File: config.mk
export PLATFORM = sky130hd
export DESIGN_NAME = config_control
export DESIGN_NICKNAME = d
export VERILOG_FILES = /design/src/hw/cfg_pkg.sv /design/src/hw/por_timer_if.sv /design/src/hw/por_timer.sv /design/src/hw/config_control.sv
export SDC_FILE = /design/constraint.sdc
export NUM_CORES = 1
export LEC_CHECK = 0
export ABC_CLOCK_PERIOD_IN_PS = 4790
export BUFFER_PORTS_ARGS = -buffer_cell sky130_fd_sc_hd__buf_4
export CAP_MARGIN = 5
export CELL_PAD_IN_SITES_DETAIL_PLACEMENT = 1
export CELL_PAD_IN_SITES_GLOBAL_PLACEMENT = 1
export CORE_MARGIN = 3
export CORE_UTILIZATION = 30
export CTS_CLUSTER_SIZE = 12
export DETAILED_ROUTE_END_ITERATION = 8
export PLACE_DENSITY = 0.54
export SLEW_MARGIN = 20
export SYNTH_ARGS = -nofsm -noshare
export SYNTH_HDL_FRONTEND = slang
export SYNTH_SLANG_ARGS = --single-unit
File: constraint.sdc
create_clock -name I_CLOCK -period 4.79 [get_ports I_CLOCK]
set_input_delay 0.479 -clock I_CLOCK [delete_from_list [all_inputs] [get_ports I_CLOCK]]
set_output_delay 0.479 -clock I_CLOCK [all_outputs]
set_load 0.1 [all_outputs]
File: src/hw/cfg_pkg.sv
// constants, types and states shared by the configuration control block
// assumes a single 100 MHz clock and a synchronous active-high reset
package cfg_pkg;

   // ----------------------------------------------------------------
   // clock and power-on delay timing
   // ----------------------------------------------------------------
   localparam int unsigned CLOCK_HZ       = 100_000_000;   // core clock rate
   localparam int unsigned POR_SHORT_MS   = 12;            // delay with select high
   localparam int unsigned POR_LONG_MS    = 100;           // delay with select low
   localparam int unsigned POR_SHORT_CYCLES = (CLOCK_HZ / 1000) * POR_SHORT_MS;
   localparam int unsigned POR_LONG_CYCLES  = (CLOCK_HZ / 1000) * POR_LONG_MS;

   // ----------------------------------------------------------------
   // delay counter
   // ----------------------------------------------------------------
   localparam int CNT_W = 24;                           // holds the long delay
   typedef logic [CNT_W-1:0] cnt_t;
   localparam cnt_t CNT_ZERO = 24'h000000;

   // ----------------------------------------------------------------
   // synchronised pin vector layout
   // ----------------------------------------------------------------
   localparam int SYNC_W        = 8;
   localparam int PIN_DELAY     = 0;                    // delay select
   localparam int PIN_PULLUP    = 1;                    // pull-up disable
   localparam int PIN_SCHEME_LO = 2;                    // scheme select, 3 bits
   localparam int PIN_NCONFIG   = 5;                    // config control, low active
   localparam int PIN_JTAG      = 6;                    // jtag programming active
   localparam int PIN_STATUS    = 7;                    // status wire level
   typedef logic [SYNC_W-1:0] pins_t;
   localparam pins_t PINS_RST   = 8'h00;

   // ----------------------------------------------------------------
   // reset values of latched configuration
   // ----------------------------------------------------------------
   localparam logic [2:0] SCHEME_RST  = 3'h0;
   localparam logic       POR_SEL_RST = 1'b0;           // long delay is the safe one
   localparam logic       PULLUP_RST  = 1'b0;

   // ----------------------------------------------------------------
   // controller states
   // ----------------------------------------------------------------
   typedef enum logic [3:0] {
      S_SYNC_A,
      S_SYNC_B,
      S_SAMPLE,
      S_POR,
      S_WAIT,
      S_CONFIG,
      S_USER,
      S_ERROR,
      S_CLEAR
   } cfg_state_t;

endpackage

File: src/hw/por_timer_if.sv
// carrier between the controller and its power-on delay timer
// assumes both ends run on the same clock
`timescale 1ns/100ps
interface por_timer_if;
   logic start;      // one-cycle pulse, restarts the delay
   logic short_sel;  // high picks the short delay
   logic expired;    // level, high once the delay has run out

   modport ctrl  (output start, output short_sel, input expired);
   modport timer (input start, input short_sel, output expired);
endinterface

File: src/hw/por_timer.sv
// power-on delay timer: counts the selected delay after a start pulse
// assumes start comes from logic on the same clock
`timescale 1ns/100ps
module por_timer #(
   parameter int unsigned SHORT_CYCLES = cfg_pkg::POR_SHORT_CYCLES,
   parameter int unsigned LONG_CYCLES  = cfg_pkg::POR_LONG_CYCLES
) (
   input  wire logic     i_clock,
   input  wire logic     i_srst,
   por_timer_if.timer    tmr
);

   // ----------------------------------------------------------------
   // state
   // ----------------------------------------------------------------
   typedef struct packed {
      cfg_pkg::cnt_t cnt;      // cycles still to run
      logic          expired;  // delay elapsed
   } tmr_state_t;

   tmr_state_t r;       // registered state
   tmr_state_t next_r;  // next state

   assign tmr.expired = r.expired;

   // count down; a new start always reloads, even mid-count
   always_comb
   begin
      next_r = r;
      if (tmr.start)
      begin
         // reload with the selected figure
         next_r.expired = 1'b0;
         next_r.cnt = tmr.short_sel ? cfg_pkg::cnt_t'(SHORT_CYCLES - 1)
                                    : cfg_pkg::cnt_t'(LONG_CYCLES - 1);
      end
      else if (r.cnt != cfg_pkg::CNT_ZERO)
      begin
         next_r.cnt = r.cnt - cfg_pkg::cnt_t'(1);
      end
      else
      begin
         next_r.expired = 1'b1;
      end
   end

   // register the state
   always_ff @(posedge i_clock)
   begin
      if (i_srst)
      begin
         r <= '{cnt: cfg_pkg::CNT_ZERO, expired: 1'b0};
      end
      else
      begin
         r <= next_r;
      end
   end

endmodule

File: src/hw/config_control.sv
// power-on reset and configuration control: latches straps, times the
// power-on delay, follows the config control input and the status wire
// assumes all pins are asynchronous; loader error/done are on I_CLOCK
`timescale 1ns/100ps

module config_control #(
   parameter int unsigned POR_SHORT_CYCLES = cfg_pkg::POR_SHORT_CYCLES,
   parameter int unsigned POR_LONG_CYCLES  = cfg_pkg::POR_LONG_CYCLES
) (
   input  wire logic       I_CLOCK,
   input  wire logic       I_SRST,
   input  wire logic       I_POR_DELAY_SELECT,   // strap
   input  wire logic       I_PULLUP_DISABLE,     // strap
   input  wire logic [2:0] I_SCHEME_SELECT,      // strap
   input  wire logic       I_CONFIG_CTRL_N,      // config control pin
   input  wire logic       I_JTAG_MODE,          // jtag programming active
   input  wire logic       I_CONFIG_STATUS_N_I,  // status wire level
   input  wire logic       I_CONFIG_ERROR,       // loader error pulse
   input  wire logic       I_CONFIG_DONE,        // loader finished pulse
   output logic            O_CONFIG_STATUS_N_O,  // status drive value
   output logic            O_CONFIG_STATUS_N_OE, // low while driving
   output logic [2:0]      O_SCHEME,             // latched scheme
   output logic            O_LOAD_START,         // start loader pulse
   output logic            O_CONFIG_CLEAR,       // configuration discarded
   output logic            O_IO_TRISTATE,        // all user io off
   output logic            O_WEAK_PULLUP_EN,     // weak pull-ups on
   output logic            O_USER_MODE,          // configured
   output logic            O_ERROR               // error state
);

   // ----------------------------------------------------------------
   // state
   // ----------------------------------------------------------------
   typedef struct packed {
      cfg_pkg::cfg_state_t state;       // controller state
      cfg_pkg::pins_t      sync1;       // first sync stage, read by sync2 only
      cfg_pkg::pins_t      sync2;       // synchronised pins
      logic                por_pending; // power-on delay still owed
      logic                por_sel;     // latched delay select
      logic                pullup_dis;  // latched pull-up disable
      logic [2:0]          scheme;      // latched scheme select
      logic                timer_start; // timer start pulse
      logic                drive_low;   // pulling the status wire
      logic                load_start;  // loader start pulse
      logic                clear;       // configuration clear
      logic                tristate;    // io off
      logic                pullup_en;   // weak pull-ups on
      logic                user;        // user mode
      logic                err;         // error state
   } ctl_state_t;

   ctl_state_t     r;         // registered state
   ctl_state_t     next_r;    // next state
   cfg_pkg::pins_t pins;      // raw pin vector
   logic           cfg_high;  // control high, or ignored
   logic           status_s;  // synchronised status wire
   logic           jtag_s;    // synchronised jtag mode

   por_timer_if tmr ();

   assign pins = {I_CONFIG_STATUS_N_I, I_JTAG_MODE, I_CONFIG_CTRL_N,
                  I_SCHEME_SELECT, I_PULLUP_DISABLE, I_POR_DELAY_SELECT};
   assign jtag_s   = r.sync2[cfg_pkg::PIN_JTAG];
   assign status_s = r.sync2[cfg_pkg::PIN_STATUS];
   // jtag programming treats the control input as high
   assign cfg_high = jtag_s | r.sync2[cfg_pkg::PIN_NCONFIG];

   assign tmr.start     = r.timer_start;
   assign tmr.short_sel = r.por_sel;

   // ----------------------------------------------------------------
   // power-on delay timer
   // ----------------------------------------------------------------
   por_timer #(
      .SHORT_CYCLES (POR_SHORT_CYCLES),
      .LONG_CYCLES  (POR_LONG_CYCLES)
   ) u_timer (
      .i_clock (I_CLOCK),
      .i_srst  (I_SRST),
      .tmr     (tmr)
   );

   // ----------------------------------------------------------------
   // next-state logic
   // ----------------------------------------------------------------
   // the straps are only looked at in S_SAMPLE, so a strap that moves
   // later has no effect until the next cycle start
   always_comb
   begin
      next_r             = r;
      next_r.sync1       = pins;
      next_r.sync2       = r.sync1;
      next_r.timer_start = 1'b0;
      next_r.load_start  = 1'b0;
      case (r.state)
         // two cycles let the synchronisers fill after reset
         cfg_pkg::S_SYNC_A: next_r.state = cfg_pkg::S_SYNC_B;
         cfg_pkg::S_SYNC_B: next_r.state = cfg_pkg::S_SAMPLE;
         cfg_pkg::S_SAMPLE:
         begin
            // catch the straps once per cycle
            next_r.por_sel    = r.sync2[cfg_pkg::PIN_DELAY];
            next_r.pullup_dis = r.sync2[cfg_pkg::PIN_PULLUP];
            next_r.scheme     = r.sync2[cfg_pkg::PIN_SCHEME_LO +: 3];
            if (r.por_pending)
            begin
               next_r.timer_start = 1'b1;
               next_r.state       = cfg_pkg::S_POR;
            end
            else
            begin
               next_r.state = cfg_pkg::S_WAIT;
            end
         end
         cfg_pkg::S_POR:
         begin
            // hold status low until the delay is over
            if (tmr.expired && !r.timer_start)
            begin
               next_r.por_pending = 1'b0;
               next_r.state       = cfg_pkg::S_WAIT;
            end
         end
         cfg_pkg::S_WAIT:
         begin
            // a status wire still held low from outside also blocks the start
            if (!cfg_high)
            begin
               next_r.state = cfg_pkg::S_CLEAR;
            end
            else if (status_s)
            begin
               next_r.load_start = 1'b1;
               next_r.state      = cfg_pkg::S_CONFIG;
            end
         end
         cfg_pkg::S_CONFIG:
         begin
            if (!cfg_high)
            begin
               next_r.state = cfg_pkg::S_CLEAR;
            end
            else if (I_CONFIG_ERROR || !status_s)
            begin
               next_r.state = cfg_pkg::S_ERROR;
            end
            else if (I_CONFIG_DONE)
            begin
               next_r.state = cfg_pkg::S_USER;
            end
         end
         cfg_pkg::S_USER:
         begin
            if (!cfg_high)
            begin
               next_r.state = cfg_pkg::S_CLEAR;
            end
         end
         cfg_pkg::S_ERROR:
         begin
            // only a pulse on the control input leaves the error state
            if (!cfg_high)
            begin
               next_r.state = cfg_pkg::S_CLEAR;
            end
         end
         cfg_pkg::S_CLEAR:
         begin
            if (cfg_high)
            begin
               next_r.state = cfg_pkg::S_SAMPLE;
            end
         end
         default: next_r.state = cfg_pkg::S_SYNC_A;
      endcase
      // outputs follow the next state so they leave as flops
      next_r.drive_low = (next_r.state != cfg_pkg::S_WAIT) &&
                         (next_r.state != cfg_pkg::S_CONFIG) &&
                         (next_r.state != cfg_pkg::S_USER);
      next_r.clear     = (next_r.state == cfg_pkg::S_CLEAR);
      next_r.tristate  = (next_r.state != cfg_pkg::S_USER);
      next_r.user      = (next_r.state == cfg_pkg::S_USER);
      next_r.err       = (next_r.state == cfg_pkg::S_ERROR);
      next_r.pullup_en = (next_r.state != cfg_pkg::S_USER) && !next_r.pullup_dis;
   end

   // register the state
   always_ff @(posedge I_CLOCK)
   begin
      if (I_SRST)
      begin
         r <= '{state: cfg_pkg::S_SYNC_A, sync1: cfg_pkg::PINS_RST,
                sync2: cfg_pkg::PINS_RST, por_pending: 1'b1,
                por_sel: cfg_pkg::POR_SEL_RST, pullup_dis: cfg_pkg::PULLUP_RST,
                scheme: cfg_pkg::SCHEME_RST, timer_start: 1'b0, drive_low: 1'b1,
                load_start: 1'b0, clear: 1'b0, tristate: 1'b1, pullup_en: 1'b1,
                user: 1'b0, err: 1'b0};
      end
      else
      begin
         r <= next_r;
      end
   end

   // ----------------------------------------------------------------
   // outputs
   // ----------------------------------------------------------------
   assign O_CONFIG_STATUS_N_O  = ~r.drive_low;
   assign O_CONFIG_STATUS_N_OE = ~r.drive_low;
   assign O_SCHEME             = r.scheme;
   assign O_LOAD_START         = r.load_start;
   assign O_CONFIG_CLEAR       = r.clear;
   assign O_IO_TRISTATE        = r.tristate;
   assign O_WEAK_PULLUP_EN     = r.pullup_en;
   assign O_USER_MODE          = r.user;
   assign O_ERROR              = r.err;
endmodule

* Word-level counts from Yosys, hierarchy flattened
Cells that the tools add are included.
Storage, ports and cells: output and inout port bits 11, bits in read-only memories 0, memories 0, bits in writable memories 0, bits in latches 0, flip-flop bits (word level) 59, word-level logic and storage cells 70, bits of input ports 12
Cells by class: equal/unequal tests 14, divide/modulo/power cells 0, mux-type cells 17, multiply operators 0, bitwise logic cells 5, add/sub/neg operators 1, reduce and logical (&&, ||, !) cells 16, shift-type cells 0, $lt $le $gt $ge 0
Operators by type and width (number):
- $mux W24 | 2
- $mux W4 | 8
- $pmux W4 S8 | 1
- $mux W25 | 1
- $eq A4 B3 Y1 const B | 6
- $reduce_bool A24 Y1 | 1
- $sub A24 B1 Y24 const B | 1
- $ne A4 B3 Y1 const B | 3
- $eq A4 B2 Y1 const B | 2
- $eq A4 B4 Y1 const B | 2
- $reduce_or A2 Y1 | 3
- $mux W5 | 1
- $eq A4 B1 Y1 const B | 1
- $logic_and A1 B1 Y1 | 4
- $logic_not A4 Y1 | 1
- $not A1 Y1 | 4
- $logic_not A1 Y1 | 3
- $mux W1 | 3
- $mux W3 | 1
- $reduce_or A3 Y1 | 1
- $reduce_and A2 Y1 | 1
- $reduce_bool A2 Y1 | 1
- $logic_or A1 B1 Y1 | 1
- $or A1 B1 Y1 | 1

* Longest topological paths before layout
Gate-level depths: netlist (run 1).
depth in word-level cells 8, depth in mapped cells 8, depth with buffers taken out 7

* By module
From an unflattened synthesis (run 1), not the netlist that was laid out.
Unflattened totals: cells, all modules 269, area total of the unflattened synthesis 2612.5 um2
Modules (own cells, without submodules):
- por_timer | area each 1396.3 um2, seq. area each 500.5 um2, cells each 159, times used 1
- config_control | area each 1216.2 um2, seq. area each 680.7 um2, cells each 110, times used 1

* Least setup slack after synthesis (run 1)
Ideal clock, no wire load.
path kind register to register, from reg u_timer.r[1] (netlist name), to reg u_timer.r[19] (netlist name), library setup time 70 ps, slack 2788 ps, required time 4720 ps, period minus slack after synthesis 2002 ps, arrival time 1932 ps, stages on the path, launching flop included 9, path buffers 1, path through dfxtp_1 -> inv_1 -> ha_1 -> or4b_1 -> clkbuf_1 -> nor3_4 -> nand3_2 -> or4_1 -> a21oi_1
Between the ends: longest elaborated chain between the ends 3, elaborated cells between the ends (all ways) 5, those cells by class add/sub: 1; mux: 2; reduce/logical: 2
Ends and longest elaborated chain:
- start, declared | RTL line por_timer.sv:21 | tmr_state_t r;
- start signal, assigned | RTL line por_timer.sv:52 | r <= '{cnt: cfg_pkg::CNT_ZERO, expired: 1'b0};
- start signal, assigned | RTL line por_timer.sv:56 | r <= next_r;
- $sub A24 B1 Y24 | RTL line por_timer.sv:39 | next_r.cnt = r.cnt - cfg_pkg::cnt_t'(1);
- $mux W24 | RTL line por_timer.sv:37 | else if (r.cnt != cfg_pkg::CNT_ZERO)
- $mux W25 | RTL line por_timer.sv:30 | if (tmr.start)
Several ways; a longest one is shown, not always the timed one. The select of a mux whose other input is x is not followed. A chain may end at the register's enable or synchronous reset.

* Final worst setup path (run 1)
Ends and elaborated chain as after synthesis.

==> flow_metrics.env, run 1 <==
export IMPL_synth_nets=273
export IMPL_synth_area_um2=2480
export IMPL_synth_cells=259
export IMPL_drt_antenna_violating_nets=0
export IMPL_rr_startpoint="u_timer.r[1]"
export IMPL_synthDominantCellAreaShare_pct=47.6
export IMPL_end_kind="flip-flop"
export IMPL_diodes=0
export IMPL_async_flop_share_pct=0
export IMPL_min_period_ns=2.29
export IMPL_worst_slew_pin_transition_ns=0.619
export IMPL_crit_path_max_fanout=6
export IMPL_total_power_mw=1.88
export IMPL_r2r_setup_slack_ns=2.50
export IMPL_rsz0062_at_grt="no"
export IMPL_numPlacedInstances=368
export IMPL_finalMaxSlewViolations=0
export IMPL_ys_seq_area_share_pct=47.6
export IMPL_core_area_um2=7890
export IMPL_rows=32
export IMPL_placedInstanceArea_um2=2690
export IMPL_cts_buffers_inserted=9
export IMPL_post_cts_buffers=0
export IMPL_hp_start="I_POR_DELAY_SELECT"
export IMPL_synth_area_per_cell_um2=9.59
export IMPL_io_buffer_count=22
export IMPL_holdCritPathClass="primary input to flip-flop"
export IMPL_grt_antenna_before_repair=0
export IMPL_start_util_pct=31.5
export IMPL_fin_skew_ns=0.00679
export IMPL_crit_arrival_ns=2.54
export IMPL_synth_flop_cell="dfxtp_1"
export IMPL_clockRootBuffer="clkbuf_8"
export IMPL_relSlewSlack_pct=58.3
export IMPL_max_clock_freq_mhz=437
export IMPL_ioPinCount=23
export IMPL_htree_num_levels=3
export IMPL_via_count=1889
export IMPL_critPathSlowestCell="or4b_1"
export IMPL_worstHoldPathCells=2
export IMPL_ys_types=59
export IMPL_critPathMaxStageDelay_ns=0.62
export IMPL_overflow=0
export IMPL_reg2reg_depth=7
export IMPL_clkSinkCount=59
export IMPL_finalSetupViolCount=0
export IMPL_max_cap_violations=0
export IMPL_rr_endpoint="u_timer.r[19]"
export IMPL_pre_cts_slack_ns=2.48
export IMPL_wl_per_cell_um=13.6
export IMPL_grt_pass1_vias=1846
export IMPL_vias_per_cell=4.92
export IMPL_crit_chain="inv_1 -> ha_1 -> or4b_1 -> nor3_4 -> nand3_2 -> or4_1 -> a21oi_1"
export IMPL_hpwlAfterDp_um=3670
export IMPL_clkTransAtPathRegs_ns=0.07
export IMPL_insertion_delay_ns=0.33
export IMPL_fin_setup_tns_ns=0
export IMPL_postCtsHoldBufs=0
export IMPL_setup_slack_ns=2.50
export IMPL_yosysMostFrequentCell="dfxtp_1"
export IMPL_grt_pass1_wl_um=8950
export IMPL_crit_path_start_kind="flip-flop"
export IMPL_gp_congestion=0.747
export IMPL_syn_to_final_growth_pct=15.1
export IMPL_cts_tree="built"
export IMPL_cts_root_to_sink_buffers=2
export IMPL_ys_top_cells_by_count="dfxtp_1 (59), nor2_1 (26), nor2b_1 (19)"
export IMPL_cts_resized=0
export IMPL_yosysWarnings=0
export IMPL_hold_end="next_r[14]"
export IMPL_hold_viol_final=0
export IMPL_dr_pass1_iters=4
export IMPL_min_period_over_period_pct=47.8
export IMPL_drt_iter0_drc=127
export IMPL_worstPathRequired_ns=5.04
export IMPL_dieHeight_um=97.0
export IMPL_power_per_cell_area_nw_per_um2=657
export IMPL_drc=0
export IMPL_drive_gt1_share_pct=17.7
export IMPL_synth_edff_count=0
export IMPL_worstSetupPathType="flip-flop to flip-flop"
export IMPL_outcome="finished clean"
export IMPL_synth_area_top_cells="dfxtp_1 (48%), nor2b_1 (4.8%), xor2_1 (4.2%), nor2_1 (3.9%), a21oi_1 (3.4%)"
export IMPL_wirelength_um=5220
export IMPL_grt_max_degree=38
export IMPL_yosys_area_top_type="dfxtp_1"
export IMPL_final_nets=291
export IMPL_peakVddDrop_v=0.000167
export IMPL_fp_dieArea_um2=9410
export IMPL_stdcell_count=384
export IMPL_power_static_leakage_nw=1.11
export IMPL_ys_ff_latch=59
export IMPL_cp_startpoint="u_timer.r[1]"
export IMPL_grt_usage_pct=11.7
export IMPL_fin_area_um2=2860
export IMPL_fp_dieW_um=97.0
## cell families (layout without fill, tap and decap cells)
kind of cell,count (synthesis),in the layout,share of synthesized area (%)
AO/OA/AOI/OAI,52,52,12.8
flip-flops,59,59,47.6
AND/OR/NAND/NOR,101,101,25.8
multiplexers,6,6,2.47
buffers and inverters,23,46,4.74
adder cells (fa/ha/maj),2,2,1.01
XOR/XNOR,16,16,5.64
## worst max-delay path by stage
stage                     slack (ns)       endpoint  cells past startpoint
final                           2.50  u_timer.r[19]                      7
after global placement          2.56   u_timer.r[2]                      5
after CTS                       2.47  u_timer.r[19]                      7
after global routing            2.33   u_timer.r[2]                      5
after detailed placement        2.48  u_timer.r[19]                      7
after floorplan                 2.79  u_timer.r[19]                      8
## metal layers
layer	wire length, µm	vias to the layer above	GRT usage (%)
met4	112	0	6.05
met1	2630	900	15.9
li1	-	950	-
met5	0	-	0
met3	157	12	2.60
met2	2320	27	17.4
## sequential cells by signal, indices dropped and copies added, names as in the netlist, 3 cells and up
register,cells
u_timer.r,24
O_SCHEME,3
next_r,8
r,14
## worst max-delay path, delay by kind of cell, from the launching register on
family / cells / cell delay [ns]
AOI/OAI and AO/OA: 1 / 0.17
adders and majority gates: 1 / 0.24
DFF: 1 / 0.31
and+or+nand+nor: 4 / 1.39
buffers and inverters: 1 / 0.11
## cell type report
| cell class | count | area [µm²] |
|---|---|---|
| well taps | 102 | 128 |
| repair buffers | 22 | 165 |
| inverters | 8 | 30.0 |
| clock buffers | 9 | 124 |
| clock inverters | 7 | 45.0 |
| flip-flops and latches | 59 | 1180 |
| multi-input cells | 177 | 1180 |
| fillers | 920 | 5030 |
## power by group
part / switching [mW] / internal, mW / total [mW]
combinational: 0.479 / 0.308 / 0.787
clock: 0.201 / 0.185 / 0.386
sequential: 0.107 / 0.597 / 0.704
total: 0.787 / 1.09 / 1.88
## cell usage in the layout, fill, tap and decap left out, types with 3 or more instances in the layout
cell type and n:
clkbuf_8 9, nor3_1 3, xnor2_1 4, buf_4 22
a21oi_1 17, nand3_1 4, clkinv_2 4, nor2b_1 19
nor4_1 6, a31oi_1 4, o31ai_1 4, nor2_1 26
o21ai_0 14, xor2_1 12, nand2b_1 6, dfxtp_1 59
mux2i_1 5, inv_1 8, nand4_1 3, nand2_1 6
## through the flow
step,util [%],hold WS (ns)
6_report,36.2,0.354
5_1_grt,36.2,0.345
4_1_cts,36.2,0.338
3_5_place_dp,34.1,0.427
3_3_place_gp,34.1,0.419
2_1_floorplan,-,0.414
No activity file was read; power rests on OpenSTA's default activity.
==> inputs of run 2 (changes only) <==
--- a/config.mk
+++ b/config.mk
@@ -5,7 +5,7 @@
 export SDC_FILE = /design/constraint.sdc
 export NUM_CORES = 1
 export LEC_CHECK = 0
-export ABC_CLOCK_PERIOD_IN_PS = 4790
+export ABC_CLOCK_PERIOD_IN_PS = 2200
 export BUFFER_PORTS_ARGS = -buffer_cell sky130_fd_sc_hd__buf_4
 export CAP_MARGIN = 5
 export CELL_PAD_IN_SITES_DETAIL_PLACEMENT = 1
==> constraint.sdc (replaced) <==
create_clock -name I_CLOCK -period 2.2 [get_ports I_CLOCK]
set_input_delay 0.22 -clock I_CLOCK [delete_from_list [all_inputs] [get_ports I_CLOCK]]
set_output_delay 0.22 -clock I_CLOCK [all_outputs]
set_load 0.1 [all_outputs]
==> flow_metrics.env, run 2 (synthesis results as in run 1) <==
export IMPL_crit_chain="inv_2 -> ha_4 -> or4b_4 -> nor3_4 -> nand3_2 -> or4_4 -> a21oi_2"
export IMPL_post_cts_buffers=0
export IMPL_hp_start="I_CONFIG_CTRL_N"
export IMPL_relSlewSlack_pct=54.0
export IMPL_endpoint="u_timer.r[19]"
export IMPL_gp_congestion=0.794
export IMPL_grt_pass1_vias=1839
export IMPL_min_period_over_period_pct=93.7
export IMPL_crit_path_start_kind="flip-flop"
export IMPL_start_util_pct=31.5
export IMPL_cts_resized=0
export IMPL_stdcell_count=398
export IMPL_rr_startpoint="u_timer.r[1]"
export IMPL_crit_buf_inv=1
export IMPL_min_period_ns=2.06
export IMPL_postCtsHoldBufs=0
export IMPL_critPathSlowestCell="or4b_4"
export IMPL_r2r_setup_slack_ns=0.14
export IMPL_io_buffer_count=22
export IMPL_clockRootBuffer="clkbuf_8"
export IMPL_wl_per_cell_um=13.5
export IMPL_dr_pass1_iters=4
export IMPL_end_kind="flip-flop"
export IMPL_final_cell_mix="dfxtp_1 (59), buf_4 (36), nor2_1 (26)"
export IMPL_power_static_leakage_nw=1.18
export IMPL_fin_setup_tns_ns=0
export IMPL_worstPathRequired_ns=2.46
export IMPL_grt_max_degree=21
export IMPL_insertion_delay_ns=0.33
export IMPL_wirelength_um=5380
export IMPL_grt_usage_pct=12.0
export IMPL_cp_startpoint="u_timer.r[1]"
export IMPL_fp_dieW_um=97.0
export IMPL_grt_pass1_wl_um=9170
export IMPL_max_clock_freq_mhz=485
export IMPL_cts_buffers_inserted=9
export IMPL_finalMaxSlewViolations=0
export IMPL_rsz0062_at_grt="no"
export IMPL_cts_tree="built"
export IMPL_peakVddDrop_v=0.000440
export IMPL_max_cap_violations=0
export IMPL_worst_slew_pin_transition_ns=0.683
export IMPL_critPathTopFamily="simple AND/OR/NAND/NOR gates"
export IMPL_drt_antenna_violating_nets=0
export IMPL_top_register="u_timer.r"
export IMPL_holdCritPathClass="primary input to flip-flop"
export IMPL_worstSetupPathType="flip-flop to flip-flop"
export IMPL_hpwlAfterDp_um=3880
export IMPL_syn_to_final_growth_pct=21.2
export IMPL_via_count=1899
export IMPL_fp_dieArea_um2=9410
export IMPL_htree_num_levels=3
export IMPL_drt_iter0_drc=104
export IMPL_grt_antenna_before_repair=0
export IMPL_drive_gt1_share_pct=23.6
export IMPL_drc=0
export IMPL_overflow=0
export IMPL_power_per_cell_area_nw_per_um2=1510
export IMPL_dieHeight_um=97.0
export IMPL_diodes=0
export IMPL_reg2reg_depth=7
export IMPL_vias_per_cell=4.77
export IMPL_clkTransAtPathRegs_ns=0.07
export IMPL_rr_endpoint="u_timer.r[19]"
export IMPL_clkSinkCount=59
export IMPL_critPathMaxStageDelay_ns=0.50
export IMPL_outcome="finished clean"
export IMPL_numPlacedInstances=382
export IMPL_crit_path_max_fanout=4
export IMPL_core_area_um2=7890
export IMPL_ioPinCount=23
export IMPL_rows=32
export IMPL_largest_reg_flops=24
export IMPL_cp_num_cells=7
export IMPL_finalSetupViolCount=0
export IMPL_layout_cells_most_common="dfxtp_1"
export IMPL_crit_arrival_ns=2.32
export IMPL_hold_viol_final=0
export IMPL_fin_skew_ns=0.00614
export IMPL_cts_root_to_sink_buffers=2
export IMPL_final_nets=305
run 2: worst min path at each step:
stage | endpoint | cells past startpoint
after floorplan | next_r[14] | 1
after global placement | r[21] | 1
after detailed placement | jtag_s | 1
after CTS | next_r[19] | 2
after global routing | next_r[17] | 2
final | next_r[19] | 2
run 2: cell type report:
cell class	instances	area, µm²
Tap cell	102	128
Sequential cell	59	1180
Clock inverter	7	68.8
Timing Repair Buffer	36	270
Clock buffer	9	124
Inverter	8	30.0
Fill cell	910	4880
Multi-Input combinational cell	177	1210
run 2: routing by layer:
| layer | global-route usage, % | vias to the layer above | wire (µm) |
|---|---|---|---|
| met2 | 17.6 | 22 | 2330 |
| li1 | - | 976 | - |
| met4 | 5.18 | 0 | 76 |
| met5 | 0 | - | 0 |
| met1 | 17.1 | 893 | 2820 |
| met3 | 2.45 | 8 | 160 |
run 2: stage by stage:
stage / setup WS [ns] / hold WS, ns / instance area, µm² / power [mW] / util, %
after floorplan: 0.198 / 0.348 / 2480 / 2.96 / -
after detailed placement: 0.0612 / 0.425 / 2790 / 3.56 / 35.4
after global placement: 0.117 / 0.418 / 2790 / 3.54 / 35.4
after global routing: 0.0108 / 0.0899 / 3010 / 4.94 / 38.2
final: 0.139 / 0.0992 / 3010 / 4.53 / 38.2
after CTS: 0.0408 / 0.0852 / 2990 / 4.56 / 37.9
run 2: where the power goes:
group | total, mW | switching, mW | internal, mW
sequential | 1.54 | 0.239 | 1.30
clock | 0.970 | 0.452 | 0.518
combinational | 2.03 | 1.09 | 0.933
total | 4.53 | 1.78 | 2.75
